<file path="src/verilog/ata_defs.vh">
`ifndef ATA_DEFS_VH
`define ATA_DEFS_VH

// Register byte offsets.
`define ATA_REG_CTRL 8'h00
`define ATA_REG_STATUS 8'h04
`define ATA_REG_TXDATA 8'h08
`define ATA_REG_RXDATA 8'h0c
`define ATA_REG_ADDR 8'h10
`define ATA_REG_CTRLCODE 8'h14

// Control register fields.
`define ATA_CTRL_START 0
`define ATA_CTRL_OP_LO 1
`define ATA_CTRL_OP_HI 3
`define ATA_CTRL_LAST 4

// Status register fields.
`define ATA_ST_BUSY 0
`define ATA_ST_LOCAL 1
`define ATA_ST_RXVALID 2
`define ATA_ST_TXFULL 3
`define ATA_ST_PERR 4
`define ATA_ST_ACCERR 5
`define ATA_ST_CTRLFLAG 6
`define ATA_ST_MODE_LO 8
`define ATA_ST_MODE_HI 11

// Operations written to the control register.
`define ATA_OP_WRITE 3'h0
`define ATA_OP_PUNCH 3'h1
`define ATA_OP_WRCTL 3'h2
`define ATA_OP_READ 3'h3
`define ATA_OP_TAPE 3'h4
`define ATA_OP_RDCTL 3'h5

// Character codes.
`define ATA_CH_SI 7'h0f
`define ATA_CH_SO 7'h0e
`define ATA_CH_DC1 7'h11
`define ATA_CH_DC2 7'h12
`define ATA_CH_DC3 7'h13
`define ATA_CH_DC4 7'h14
`define ATA_CH_HT 7'h09
`define ATA_CH_CR 7'h0d
`define ATA_CH_E 7'h45
`define ATA_CH_L 7'h4c
`define ATA_CH_OPEN 7'h28
`define ATA_CH_CLOSE 7'h29
`define ATA_COL45_BIT 7'h40

// Timing.
`define ATA_CLK_HZ 125000000
`define ATA_RATE_110 110
`define ATA_RATE_150 150
`define ATA_RATE_200 200
`define ATA_RATE_300 300
`define ATA_BREAK_MS 200
`define ATA_WTO_LONG_MS 1800
`define ATA_WTO_SHORT_MS 1000
`define ATA_BREAK_CYC (`ATA_CLK_HZ / 1000 * `ATA_BREAK_MS)
`define ATA_WTO_LONG_CYC (`ATA_CLK_HZ / 1000 * `ATA_WTO_LONG_MS)
`define ATA_WTO_SHORT_CYC (`ATA_CLK_HZ / 1000 * `ATA_WTO_SHORT_MS)
`define ATA_FRAME_BITS 4'ha
`define ATA_FRAME_BITS_SLOW 4'hb
`define ATA_PART_UNIT 16'h03e8

`endif

</file>
<file path="src/verilog/ata_core.v">
// Summary of operation
// - Frame: start bit, seven code bits, parity bit, stop bit; ten bits at higher rates.
// - At 110 bps a second stop bit is added to each character.
// - Two rate switches pick 110, 150, 200 or 300 bits per second.
// - Characters carry even parity; the terminal sends and accepts even parity.
// - Control switch off: received control codes act and are not stored.
// - Control switch on: control codes are stored as column 4/5 equivalents.
// - Received tab never triggers an internal function; carriage return ends the read.
// - Write-control characters wait 1.8 s, or 1.0 s with interval switch on.
// - Manual reset input returns the adapter to idle alone.
// - Only one terminal, with its reader and punch, is served at once.
// - Each operation starts by sending the needed device on code.
// - Each operation ends by sending off codes to idle the terminal.
// - No reader-off code after tape reading; tape supplies DC3.
// - Each break toggles between online and local status.
// - In local status terminal activity is not passed to the processor.
// - Entering local prints an opening parenthesis, leaving it a closing one.
// - Entry prompt is E for a read, L for a read-control.
// - A prompt is sent on read and read-control requests; L replaces E when reload is needed.
// - Transfers stay inside the jumpered partition; privileged area needs its jumper.
// - A break is line low longer than a character, about 200 ms.
// - Codes: SI printer on, SO off, DC1 reader, DC2 punch on, DC4 off.
`timescale 1ns/1ps
`include "ata_defs.vh"

module ata_core #(
  parameter [31:0] DIV_110 = `ATA_CLK_HZ / `ATA_RATE_110,
  parameter [31:0] DIV_150 = `ATA_CLK_HZ / `ATA_RATE_150,
  parameter [31:0] DIV_200 = `ATA_CLK_HZ / `ATA_RATE_200,
  parameter [31:0] DIV_300 = `ATA_CLK_HZ / `ATA_RATE_300,
  parameter [31:0] BREAK_CYC = `ATA_BREAK_CYC,
  parameter [31:0] WTO_LONG_CYC = `ATA_WTO_LONG_CYC,
  parameter [31:0] WTO_SHORT_CYC = `ATA_WTO_SHORT_CYC
) (
  input wire clk_i, // System clock, 125 MHz.
  input wire rst_i, // Synchronous reset, active high.
  input wire wb_cyc_i, // Wishbone cycle.
  input wire wb_stb_i, // Wishbone strobe.
  input wire wb_we_i, // Wishbone write enable.
  input wire [7:0] wb_adr_i, // Wishbone byte address.
  input wire [3:0] wb_sel_i, // Wishbone byte selects.
  input wire [31:0] wb_dat_i, // Wishbone write data.
  output reg [31:0] wb_dat_o, // Wishbone read data.
  output reg wb_ack_o, // Wishbone acknowledge.
  input wire rxd_i, // Serial data from terminal, idle high.
  output reg txd_o, // Serial data to terminal, idle high.
  input wire ctrl_char_input_switch_i, // Store control codes instead of acting.
  input wire rate_select_hi_switch_i, // Bit rate switch one.
  input wire rate_select_lo_switch_i, // Bit rate switch two.
  input wire write_timeout_switch_i, // Short write-control timeout.
  input wire manual_reset_switch_i, // Momentary adapter reset.
  input wire [3:0] partition_size_jumpers_i, // Partition size in thousands.
  input wire privileged_access_jumper_i, // Allows privileged area access.
  input wire reload_needed_flag_i, // Program reload required.
  output reg local_o, // Terminal is in local status.
  output reg busy_o // Operation in progress.
);

  localparam [3:0] M0 = 4'h0;
  localparam [3:0] M1 = 4'h1;
  localparam [3:0] M2 = 4'h2;
  localparam [3:0] M3 = 4'h3;
  localparam [3:0] M4 = 4'h4;
  localparam [3:0] M6 = 4'h6;
  localparam [3:0] M7 = 4'h7;
  localparam [3:0] M8 = 4'h8;
  localparam [3:0] M9 = 4'h9;
  localparam [3:0] M10 = 4'ha;
  localparam [3:0] M12 = 4'hc;
  localparam [3:0] M13 = 4'hd;
  localparam [3:0] M14 = 4'he;

  localparam [1:0] RX_IDLE = 2'h0;
  localparam [1:0] RX_START = 2'h1;
  localparam [1:0] RX_DATA = 2'h2;
  localparam [1:0] RX_STOP = 2'h3;

  wire rst = rst_i | manual_reset_switch_i;

  reg [31:0] bit_div;
  wire slow = ~rate_select_hi_switch_i & ~rate_select_lo_switch_i;

  always @* begin
    case ({rate_select_hi_switch_i, rate_select_lo_switch_i})
      2'b00: bit_div = DIV_110;
      2'b01: bit_div = DIV_150;
      2'b11: bit_div = DIV_200;
      default: bit_div = DIV_300;
    endcase
  end

  function access_ok;
    input [15:0] a;
    input [3:0] size;
    input priv;
    begin
      access_ok = (a[14:0] < (size * `ATA_PART_UNIT)) & (~a[15] | priv);
    end
  endfunction

  // Transmitter.
  reg tx_start;
  reg [6:0] tx_char;
  reg tx_busy;
  reg tx_done;
  reg [10:0] tx_shift;
  reg [3:0] tx_cnt;
  reg [31:0] tx_tmr;

  always @(posedge clk_i) begin
    if (rst) begin
      tx_busy <= 1'b0;
      tx_done <= 1'b0;
      tx_shift <= 11'h7ff;
      tx_cnt <= 4'h0;
      tx_tmr <= 32'h0;
      txd_o <= 1'b1;
    end else begin
      tx_done <= 1'b0;
      if (!tx_busy) begin
        txd_o <= 1'b1;
        if (tx_start) begin
          tx_busy <= 1'b1;
          tx_shift <= {2'b11, ^tx_char, tx_char, 1'b0};
          tx_cnt <= slow ? `ATA_FRAME_BITS_SLOW : `ATA_FRAME_BITS;
          tx_tmr <= 32'h0;
        end
      end else begin
        txd_o <= tx_shift[0];
        if (tx_tmr == bit_div - 32'h1) begin
          tx_tmr <= 32'h0;
          tx_shift <= {1'b1, tx_shift[10:1]};
          tx_cnt <= tx_cnt - 4'h1;
          if (tx_cnt == 4'h1) begin
            tx_busy <= 1'b0;
            tx_done <= 1'b1;
          end
        end else begin
          tx_tmr <= tx_tmr + 32'h1;
        end
      end
    end
  end

  // Receiver and break detector.
  reg [1:0] rx_st;
  reg [31:0] rx_tmr;
  reg [3:0] rx_cnt;
  reg [7:0] rx_shift;
  reg rx_done;
  reg rx_bad;
  reg [31:0] brk_cnt;
  reg brk_seen;
  reg brk_pulse;

  always @(posedge clk_i) begin
    if (rst) begin
      rx_st <= RX_IDLE;
      rx_tmr <= 32'h0;
      rx_cnt <= 4'h0;
      rx_shift <= 8'h00;
      rx_done <= 1'b0;
      rx_bad <= 1'b0;
      brk_cnt <= 32'h0;
      brk_seen <= 1'b0;
      brk_pulse <= 1'b0;
    end else begin
      rx_done <= 1'b0;
      brk_pulse <= 1'b0;
      if (rxd_i) begin
        brk_cnt <= 32'h0;
        brk_seen <= 1'b0;
      end else if (!brk_seen) begin
        if (brk_cnt >= BREAK_CYC - 32'h1) begin
          brk_seen <= 1'b1;
          brk_pulse <= 1'b1;
        end else begin
          brk_cnt <= brk_cnt + 32'h1;
        end
      end
      case (rx_st)
        RX_IDLE: begin
          rx_tmr <= 32'h0;
          if (!rxd_i && !brk_seen) begin
            rx_st <= RX_START;
          end
        end
        RX_START: begin
          if (rx_tmr == (bit_div >> 1)) begin
            rx_tmr <= 32'h0;
            rx_cnt <= 4'h0;
            rx_st <= rxd_i ? RX_IDLE : RX_DATA;
          end else begin
            rx_tmr <= rx_tmr + 32'h1;
          end
        end
        RX_DATA: begin
          if (rx_tmr == bit_div - 32'h1) begin
            rx_tmr <= 32'h0;
            rx_shift <= {rxd_i, rx_shift[7:1]};
            rx_cnt <= rx_cnt + 4'h1;
            if (rx_cnt == 4'h7) begin
              rx_st <= RX_STOP;
            end
          end else begin
            rx_tmr <= rx_tmr + 32'h1;
          end
        end
        default: begin
          if (rx_tmr == bit_div - 32'h1) begin
            rx_tmr <= 32'h0;
            rx_st <= RX_IDLE;
            rx_done <= rxd_i;
            rx_bad <= (^rx_shift) | ~rxd_i;
          end else begin
            rx_tmr <= rx_tmr + 32'h1;
          end
        end
      endcase
    end
  end

  // Adapter control.
  reg [3:0] mode;
  reg [2:0] op;
  reg cmd_pend;
  reg last_req;
  reg tog_pend;
  reg go_local;
  reg sent;
  reg tx_full;
  reg [6:0] tx_data;
  reg rx_valid;
  reg [6:0] rx_data;
  reg [15:0] addr;
  reg [6:0] ctrl_code;
  reg perr;
  reg acc_err;
  reg ctrl_flag;
  reg [31:0] wt;
  reg [6:0] send_char;
  reg [3:0] next_mode;

  wire is_punch = (op == `ATA_OP_PUNCH);
  wire is_read = (op == `ATA_OP_READ) | (op == `ATA_OP_TAPE) | (op == `ATA_OP_RDCTL);
  wire wb_req = wb_cyc_i & wb_stb_i & ~wb_ack_o;
  wire wb_wr = wb_req & wb_we_i;
  wire wb_rd = wb_req & ~wb_we_i;
  wire [6:0] rx_char = rx_shift[6:0];
  wire rx_ctl = (rx_char < 7'h20);
  wire rx_fmt = (rx_char == `ATA_CH_HT) | (rx_char == `ATA_CH_CR);
  wire send_mode = (mode == M1) | (mode == M2) | (mode == M3) | (mode == M6) | (mode == M8) |
    (mode == M9) | (mode == M10) | (mode == M12);

  always @* begin
    send_char = `ATA_CH_SO;
    next_mode = M0;
    case (mode)
      M1: send_char = `ATA_CH_DC4;
      M2: send_char = `ATA_CH_SO;
      M3: begin
        send_char = `ATA_CH_SI;
        next_mode = go_local ? M12 : (is_read ? M8 : M4);
      end
      M6: begin
        send_char = is_punch ? `ATA_CH_DC2 : `ATA_CH_DC1;
        next_mode = is_punch ? M4 : M7;
      end
      M8: begin
        send_char = ((op == `ATA_OP_RDCTL) | reload_needed_flag_i) ? `ATA_CH_L : `ATA_CH_E;
        next_mode = M7;
      end
      M9: begin
        send_char = `ATA_CH_CLOSE;
        next_mode = M10;
      end
      M12: begin
        send_char = `ATA_CH_OPEN;
        next_mode = M13;
      end
      default: begin
        send_char = `ATA_CH_SO;
        next_mode = M0;
      end
    endcase
  end

  always @(posedge clk_i) begin
    if (rst) begin
      mode <= M0;
      op <= `ATA_OP_WRITE;
      cmd_pend <= 1'b0;
      last_req <= 1'b0;
      tog_pend <= 1'b0;
      go_local <= 1'b0;
      sent <= 1'b0;
      tx_start <= 1'b0;
      tx_char <= 7'h00;
      tx_full <= 1'b0;
      tx_data <= 7'h00;
      rx_valid <= 1'b0;
      rx_data <= 7'h00;
      addr <= 16'h0000;
      ctrl_code <= 7'h00;
      perr <= 1'b0;
      acc_err <= 1'b0;
      ctrl_flag <= 1'b0;
      wt <= 32'h0;
      local_o <= 1'b0;
      busy_o <= 1'b0;
    end else begin
      tx_start <= 1'b0;
      busy_o <= (mode != M0) | cmd_pend;
      if (wt != 32'h0) begin
        wt <= wt - 32'h1;
      end
      // Software side: clears first so that hardware sets below win.
      if (wb_rd && wb_adr_i == `ATA_REG_RXDATA) begin
        rx_valid <= 1'b0;
      end
      if (wb_wr && wb_sel_i[0]) begin
        case (wb_adr_i)
          `ATA_REG_CTRL: begin
            if (wb_dat_i[`ATA_CTRL_START] && mode == M0 && !cmd_pend) begin
              cmd_pend <= 1'b1;
              op <= wb_dat_i[`ATA_CTRL_OP_HI:`ATA_CTRL_OP_LO];
            end
            if (wb_dat_i[`ATA_CTRL_LAST]) begin
              last_req <= 1'b1;
            end
          end
          `ATA_REG_STATUS: begin
            if (wb_dat_i[`ATA_ST_PERR]) perr <= 1'b0;
            if (wb_dat_i[`ATA_ST_ACCERR]) acc_err <= 1'b0;
            if (wb_dat_i[`ATA_ST_CTRLFLAG]) ctrl_flag <= 1'b0;
          end
          `ATA_REG_TXDATA: begin
            tx_data <= wb_dat_i[6:0];
            tx_full <= 1'b1;
          end
          `ATA_REG_ADDR: begin
            addr[7:0] <= wb_dat_i[7:0];
            if (wb_sel_i[1]) addr[15:8] <= wb_dat_i[15:8];
          end
          default: ;
        endcase
      end
      if (brk_pulse && mode != M13 && mode != M14) begin
        tog_pend <= 1'b1;
      end
      if (send_mode) begin
        if (!sent && !tx_busy) begin
          tx_start <= 1'b1;
          tx_char <= send_char;
          sent <= 1'b1;
        end else if (sent && tx_done) begin
          sent <= 1'b0;
          mode <= next_mode;
          if (mode == M12) local_o <= 1'b1;
          if (mode == M9) local_o <= 1'b0;
        end
      end
      case (mode)
        M0: begin
          if (tog_pend) begin
            tog_pend <= 1'b0;
            go_local <= 1'b1;
            mode <= M3;
          end else if (cmd_pend) begin
            cmd_pend <= 1'b0;
            go_local <= 1'b0;
            last_req <= 1'b0;
            mode <= (is_punch | (op == `ATA_OP_TAPE)) ? M6 : M3;
          end
        end
        M4: begin
          if (tx_done && op == `ATA_OP_WRCTL) begin
            wt <= write_timeout_switch_i ? WTO_SHORT_CYC : WTO_LONG_CYC;
          end
          if (!tx_busy && !tx_start && !tx_done && wt == 32'h0) begin
            if (tx_full) begin
              tx_full <= 1'b0;
              if (access_ok(addr, partition_size_jumpers_i, privileged_access_jumper_i)) begin
                tx_start <= 1'b1;
                tx_char <= tx_data;
                addr <= addr + 16'h1;
              end else begin
                acc_err <= 1'b1;
              end
            end else if (last_req) begin
              mode <= is_punch ? M1 : M2;
            end
          end
        end
        M7: begin
          if (rx_done) begin
            if (rx_bad) perr <= 1'b1;
            if (rx_ctl && !rx_fmt && !ctrl_char_input_switch_i) begin
              ctrl_code <= rx_char;
              ctrl_flag <= 1'b1;
              if (rx_char == `ATA_CH_DC3) mode <= M2;
            end else if (access_ok(addr, partition_size_jumpers_i, privileged_access_jumper_i)) begin
              rx_data <= (rx_ctl && ctrl_char_input_switch_i) ? (rx_char | `ATA_COL45_BIT) : rx_char;
              rx_valid <= 1'b1;
              addr <= addr + 16'h1;
              if (rx_char == `ATA_CH_CR) mode <= M2;
            end else begin
              acc_err <= 1'b1;
            end
          end else if (last_req) begin
            mode <= M2;
          end
        end
        M13: begin
          if (brk_pulse) mode <= M9;
          else if (rx_done) mode <= M14;
        end
        M14: begin
          if (brk_pulse) mode <= M9;
        end
        default: ;
      endcase
    end
  end

  // Bus answer: one wait state, unmapped addresses read zero.
  always @(posedge clk_i) begin
    if (rst_i) begin
      wb_ack_o <= 1'b0;
      wb_dat_o <= 32'h0;
    end else begin
      wb_ack_o <= wb_req;
      wb_dat_o <= 32'h0;
      if (wb_rd) begin
        case (wb_adr_i)
          `ATA_REG_CTRL: wb_dat_o <= {27'h0, last_req, op, cmd_pend};
          `ATA_REG_STATUS: wb_dat_o <= {20'h0, mode, 1'b0, ctrl_flag, acc_err, perr, tx_full, rx_valid,
            local_o, busy_o};
          `ATA_REG_TXDATA: wb_dat_o <= {25'h0, tx_data};
          `ATA_REG_RXDATA: wb_dat_o <= {25'h0, rx_data};
          `ATA_REG_ADDR: wb_dat_o <= {16'h0, addr};
          `ATA_REG_CTRLCODE: wb_dat_o <= {25'h0, ctrl_code};
          default: wb_dat_o <= 32'h0;
        endcase
      end
    end
  end

endmodule // ata_core

</file>
<file path="config.mk">
export PLATFORM = sky130hd
export DESIGN_NAME = ata_core
export DESIGN_NICKNAME = d
export VERILOG_FILES = /design/src/verilog/ata_core.v
export VERILOG_INCLUDE_DIRS = /design/src /design/src/verilog
export SDC_FILE = /design/constraint.sdc
export NUM_CORES = 1
export LEC_CHECK = 0
export ABC_AREA = 1
export BUFFER_PORTS_ARGS = -buffer_cell sky130_fd_sc_hd__buf_2
export CORE_MARGIN = 8
export CORE_UTILIZATION = 62
export CTS_CLUSTER_SIZE = 12
export DETAILED_ROUTE_END_ITERATION = 12
export PLACE_DENSITY = 0.81
export SETUP_SLACK_MARGIN = 0.2
export SLEW_MARGIN = 25
export SYNTH_ARGS = -nofsm -noshare
export SYNTH_HDL_FRONTEND = slang
export SYNTH_SLANG_ARGS = --single-unit
</file>
<file path="constraint.sdc">
create_clock -name clk_i -period 6.48 [get_ports clk_i]
set_input_delay 1.296 -clock clk_i [delete_from_list [all_inputs] [get_ports clk_i]]
set_output_delay 1.296 -clock clk_i [all_outputs]
set_load 0.005 [all_outputs]
</file>
# Yosys cells after proc, flatten, opt, wreduce, memory -nomap -nowiden
# Index checks and enable logic that the tools add are counted.
[word_totals]
reg_bits = 261
input_bits = 61
out_inout_bits = 36
elab_cells = 325
[classes]
addsub = 8
multipliers = 1
order_cmp = 3
eq_ne = 41
n_mux = 137
bitwise_logic = 37
n_reduce_logical = 60
[op_table]
columns = ["cell", "count"]
rows = [
  ["32-bit 2-to-1 mux", 8],
  ["16-bit 2-to-1 mux", 7],
  ["4-bit 2-to-1 mux", 25],
  ["32-bit by 1-bit adder with 32-bit output (second input constant)", 3],
  ["16-bit case mux with 6 select lines", 1],
  ["1-bit 2-to-1 mux", 65],
  ["32-bit == test", 2],
  ["32-bit case mux with 2 select lines", 1],
  ["32-bit by 1-bit subtractor with 32-bit output (second input constant)", 2],
  ["21-bit case mux with 3 select lines", 1],
  ["7-bit 2-to-1 mux", 7],
  ["7-bit case mux with 6 select lines", 1],
  ["4-bit case mux with 5 select lines", 2],
  ["11-bit 2-to-1 mux", 3],
  ["32-bit by 31-bit == test with 1-bit output", 1],
  ["32-bit by 25-bit >= comparator with 1-bit output (second input constant)", 1],
  ["32-bit logical NOT", 1],
  ["16-bit case mux with 2 select lines", 1],
  ["32-bit nonzero test", 1],
  ["28-bit 2-to-1 mux", 1],
  ["4-bit == test (second input constant)", 6],
  ["2-bit 2-to-1 mux", 9],
  ["16-bit by 1-bit adder with 16-bit output (second input constant)", 1],
  ["4-bit by 3-bit == test with 1-bit output (second input constant)", 4],
  ["other kinds (45)", 133],
]

# Depth between registers and ports, before layout
[depth]
depth_word = 14
mapped_depth = 25
ltp_nobuf = 25

# Worst setup path before layout
# OpenSTA, ideal clock, no wires.
[synth_timing]
path_kind = "input port to flip-flop"
startpoint = "input partition_size_jumpers_i[1]"
endpoint = "register addr[8]"
setup_time_ps = 132
arrival_ps = 4894
required_ps = 6348
setup_slack_ps = 1454
stages = 24
n_path_buf = 1
path_cell_list = "fa_1 > inv_1 > fa_1 > inv_1 > ha_1 > a21oi_1 > nand2_1 > a21o_1 > nand2_1 > nand2_1 > nand2_1 > nand2_1 > a21oi_1 > xor2_1 > ha_1 > nand2_1 > o21ai_0 > nor2_1 > nand2_1 > nor2_2 > inv_2 > buf_4 > nand3_1 > a21oi_1"
[synth_between]
elab_chain_cells = 7
elab_cells_between_ends = 9
classes_between = "1 x mul; 1 x order compare; 6 x mux; 1 x bitwise"
[synth_rtl]
columns = ["element", "line_no", "source"]
rows = [
  ["start, declared", "ata_core.v:52", "input wire [3:0] partition_size_jumpers_i,"],
  ["4-bit by 7-bit multiplier with 11-bit output (no line) (*)", "-", ""],
  ["15-bit by 14-bit < comparator with 1-bit output (*)", "ata_core.v:97", "access_ok = (a[14:0] < (size * `ATA_PART_UNIT)) & (~a[15] | priv);"],
  ["1-bit AND (*)", "ata_core.v:97", ""],
  ["16-bit 2-to-1 mux (*)", "ata_core.v:383, ata_core.v:402", ""],
  ["16-bit 2-to-1 mux, on equally long branches", "ata_core.v:398, ata_core.v:381", ""],
  ["16-bit 2-to-1 mux, on equally long branches", "ata_core.v:396, ata_core.v:380", ""],
  ["16-bit case mux with 2 select lines (*)", "ata_core.v:363", "case (mode)"],
  ["end signal, assigned", "ata_core.v:343", "if (wb_sel_i[1]) addr[15:8] <= wb_dat_i[15:8];"],
  ["end signal, assigned", "ata_core.v:386", "addr <= addr + 16'h1;"],
  ["end signal, assigned", "ata_core.v:405", "addr <= addr + 16'h1;"],
  ["end, declared", "ata_core.v:235", "reg [15:0] addr;"],
]
# Every way passes the cells marked *; elsewhere a longest branch is shown, timed or not.
# A chain may end at the register's enable or synchronous reset.

# Final worst setup path
[layout_timing]
startpoint = "input partition_size_jumpers_i[1]"
endpoint = "register tx_char[3]"
[layout_between]
elab_chain_cells = 7
[layout_rtl]
columns = ["element", "line_no", "source"]
rows = [
  ["4-bit by 7-bit multiplier with 11-bit output (no line)", "-", ""],
  ["15-bit by 14-bit < comparator with 1-bit output", "ata_core.v:97", ""],
  ["1-bit AND", "ata_core.v:97", ""],
  ["7-bit 2-to-1 mux", "ata_core.v:383", "if (access_ok(addr, partition_size_jumpers_i, privileged_access_jumper_i)) begin"],
  ["7-bit 2-to-1 mux", "ata_core.v:381", "if (tx_full) begin"],
  ["7-bit 2-to-1 mux", "ata_core.v:380", "if (!tx_busy && !tx_start && !tx_done && wt == 32'h0) begin"],
  ["7-bit 2-to-1 mux", "ata_core.v:363", ""],
  ["end signal, assigned", "ata_core.v:354", "tx_char <= send_char;"],
  ["end signal, assigned", "ata_core.v:385", "tx_char <= tx_data;"],
  ["end, declared", "ata_core.v:103", "reg [6:0] tx_char;"],
]
# No other way between the ends.

==> metrics.md <==
| Metric | Value |
|---|---|
| First-pass GRT wire length | roughly 70 mm |
| Share of cells above drive strength 1 | approximately 8.0% |
| Final Slew Violations | 0 |
| Pre-CTS WS | 0.585 ns |
| Post-synth cell types | 62 |
| Critical Path AT | 5.78 ns |
| CP required | 6.92 ns |
| Outcome | completed |
| Unrepaired setup endpoints after global routing | no |
| Final Cycle Share | ~82% |
| Worst hold stages | 2 |
| Asr flop ratio synth | 0% |
| Number of buffers added on ports | between 60 and 70 |
| Placer Congestion | 0.953 |
| Final total power | 0.00509 W |
| Post-DRT Antenna Nets | 0 |
| Maxcap violations | 0 |
| Cell count along the critical path | 25 |
| Worst Path Class, Setup | in2reg |
| DR WL/cell | approximately 16 um |
| Top_reg_cell synth | dfxtp_1 |
| Register bit total from synthesis | ~240 |
| Core Rows | 57 |
| Post-synthesis cell count | between 2k and 2.5k |
| Highest ir drop seen on vdd | 367 uV |
| Total core area | 0.0244 mm2 |
| First-pass DRT Iterations | 6 |
| Vias in the first global route | 14.8k |
| Drt initial violations | 1305 |
| Post-synthesis sequential area ratio | 31.6% |
| CTS Root Cell | clkbuf_16 |
| Slowest CP cell | fa_1 |
| Overflow after GRT | 0 |
| Starting Density | 63.2% |
| Slew headroom | 34.3% |
| Cell taking the most area after synthesis | dfxtp_1 |
| Post-synth EDFFs | 0 |
| Top cell by count, worst path | nand2_1 |
| Startpoint class of the critical path | input pin |
| Area of the mapped netlist | 0.0154 mm2 |
| Post-CTS setup buffers | 0 |
| Detailed placement HPWL | 31.5 mm |
| Worst Path Max Fanout | 27 |
| Leakage | 6.78 nW |
| # setup viols final | 0 |
| Clk_skew | 0.0184 ns |
| Syn_area_per_cell | 6.58 um2 |
| Hold Path Class | reg2reg |
| Largest net degree at the start of global routing | between 60 and 70 |
| Power per cell area | 304 mW/mm2 |
| Final hold vios | 0 |
| Routed WL | ~43 mm |
| CTS Buf Count | 28 |
| Worst slew pin tran | 0.984 ns |
| CTS H-tree lvls | 1 |
| Top-level I/O count | 97 |
| Worst skew pair latency | ~0.56 ns |
| Top cell type's share of synthesized area | around a third |
| CTS resizes | 0 |
| R2R Path Start | brk_cnt[0] |
| TritonCTS clock tree | built |
| Syn-to-layout area delta | 8.65% |
| Average vias per placed instance | 5.72 |
| Vias | 15.5k |
| Yosys Warn Count | 0 |
| DRC | 0 |
| Register-to-Register Setup Slack | 3.51 ns |
| Die Ht | approximately 170 um |
| Die X | 174 um |
| Setup crit start | partition_size_jumpers_i[1] |
| Setup TNS | 0 ns |
| CP Capture Point | tx_char[3] |
| Max clock buf depth | 3 |
| Fin worst setup slack | 1.14 ns |
| CP endpoint kind | flip-flop |
| Clock period minus worst slack | 5.34 ns |
| Worst r2r dst | brk_cnt[7] |
| FMAX | 0.187 GHz |
| Worst Reg2Reg Path Length in Cells | 11 |
| Worst path buffer plus inverter count | 5 |
| CP peak stage delay | ~0.60 ns |
| GRT Util Overall | between 20% and 30% |
| Clk pin slew, worst setup/hold paths | roughly 0.060 ns |
| Initial antenna violation count | 1 |
| Post-CTS Hold Buffers | 0 |
| Layout net count | 2478 |
| Synth area leaders | dfxtp_1, nand2_1, nor2_1 |
| CTS sink count | 243 |
| Die ar. | approximately 0.03 mm2 |
| Largest delay contributor family on the critical path | adder cells |
[report_power, final]
group / internal [W] / switching, W / total, W
sequential: 0.00158 / 0.0000939 / 0.00168
clock: 0.000986 / 0.000644 / 0.00163
combinational: 0.000622 / 0.00116 / 0.00179
total: 0.00319 / 0.00190 / 0.00509
[per-stage QoR]
| step | util (%) | cell area, um2 | std cells | hold slack (ns) |
|---|---|---|---|---|
| detailed placement | 64.7 | 15800 | 2656 | 0.429 |
| finish | 68.6 | 16700 | 2707 | 0.433 |
| floorplan | - | 15500 | 2355 | 0.412 |
| global route | 68.6 | 16700 | 2707 | 0.456 |
| CTS | 68.6 | 16700 | 2706 | 0.437 |
| global placement | 64.7 | 15800 | 2656 | 0.423 |
[how the worst min path moves through the flow]
stage	startpoint	endpoint	slack, ns
final	brk_cnt[28]	brk_cnt[28]	0.43
after global routing	brk_cnt[28]	brk_cnt[28]	0.46
after CTS	brk_cnt[28]	brk_cnt[28]	0.44
after detailed placement	brk_cnt[26]	brk_cnt[26]	0.43
after global placement	brk_cnt[29]	brk_cnt[29]	0.42
after floorplan	tx_shift[0]	txd_o	0.41
[cells in the final DEF, fill, tap and decap left out, types with 5 or more instances in the layout]
master / netlist / layout
a31oi_1: 6 / 6
nor2_4: 9 / 10
ha_1: 48 / 48
conb_1: 1 / 16
nand4_1: 81 / 81
nand3_2: 5 / 5
o21ai_0: 108 / 108
inv_1: 249 / 249
buf_4: 22 / 7
nor2_1: 273 / 272
nor3_1: 81 / 81
nor4_1: 16 / 16
nand2_2: 6 / 6
a211oi_1: 14 / 14
nor2_2: 15 / 15
xor2_1: 65 / 65
or2_2: 11 / 11
fa_1: 7 / 7
clkbuf_8: 0 / 10
dfxtp_1: 243 / 243
nand3b_1: 18 / 18
o22ai_1: 9 / 9
o21ai_1: 10 / 10
a21oi_1: 165 / 165
o211ai_1: 5 / 5
nand2_1: 542 / 542
buf_2: 19 / 62
nand3_1: 167 / 167
clkbuf_16: 0 / 28
inv_2: 12 / 13
xnor2_1: 36 / 36
[tightest hold or removal path, stage by stage, from the launching register on]
cell	delay (ns)
dfxtp_1	0.29
inv_1	0.06
nor2_1	0.04
[Yosys cell counts (15+ instances only)]
| master | instances |
|---|---|
| dfxtp_1 | 243 |
| nand3b_1 | 18 |
| nor2_2 | 15 |
| xor2_1 | 65 |
| ha_1 | 48 |
| nor2_1 | 273 |
| buf_4 | 22 |
| nand3_1 | 167 |
| nand4_1 | 81 |
| clkbuf_1 | 44 |
| nor3_1 | 81 |
| inv_1 | 249 |
| xnor2_1 | 36 |
| a21oi_1 | 165 |
| o21ai_0 | 108 |
| buf_2 | 19 |
| nor4_1 | 16 |
| nand2_1 | 542 |
[final cells by class]
class,count,area (um2)
Multi-Input combinational cell,1754,9140
Inverter,266,998
Sequential cell,243,4860
Antenna cell,1,2.50
Timing Repair Buffer,69,363
Tap cell,324,405
Fill cell,2193,7650
Clock inverter,8,114
Clock buffer,42,853
[logic make-up after synthesis]
kind of cell / synth area share (%)
and+or+nand+nor: 36.2
buffers and inverters: 9.53
AOI/OAI and AO/OA: 12.2
DFF: 31.6
xor gates and xnor gates: 5.74
adders and majority gates: 4.81
other: 0.0243
[registers in the layout, summed over array words and instances (netlist names), 4 cells and up]
register,flops
tx_tmr,32
ctrl_code,7
brk_cnt,32
wb_dat_o,16
tx_cnt,4
rx_cnt,4
rx_tmr,32
tx_data,7
rx_shift,8
addr,16
rx_data,7
tx_char,7
mode,4
tx_shift,9
wt,32
[per-layer routing]
metal	vias up	wire length, um	track usage [%]
met1	7130	18400	34.1
met3	115	2650	3.62
met4	0	1510	11.3
met5	-	0	0
met2	565	20100	46.1
li1	7687	-	-
Power figures use the tool's default switching activity.
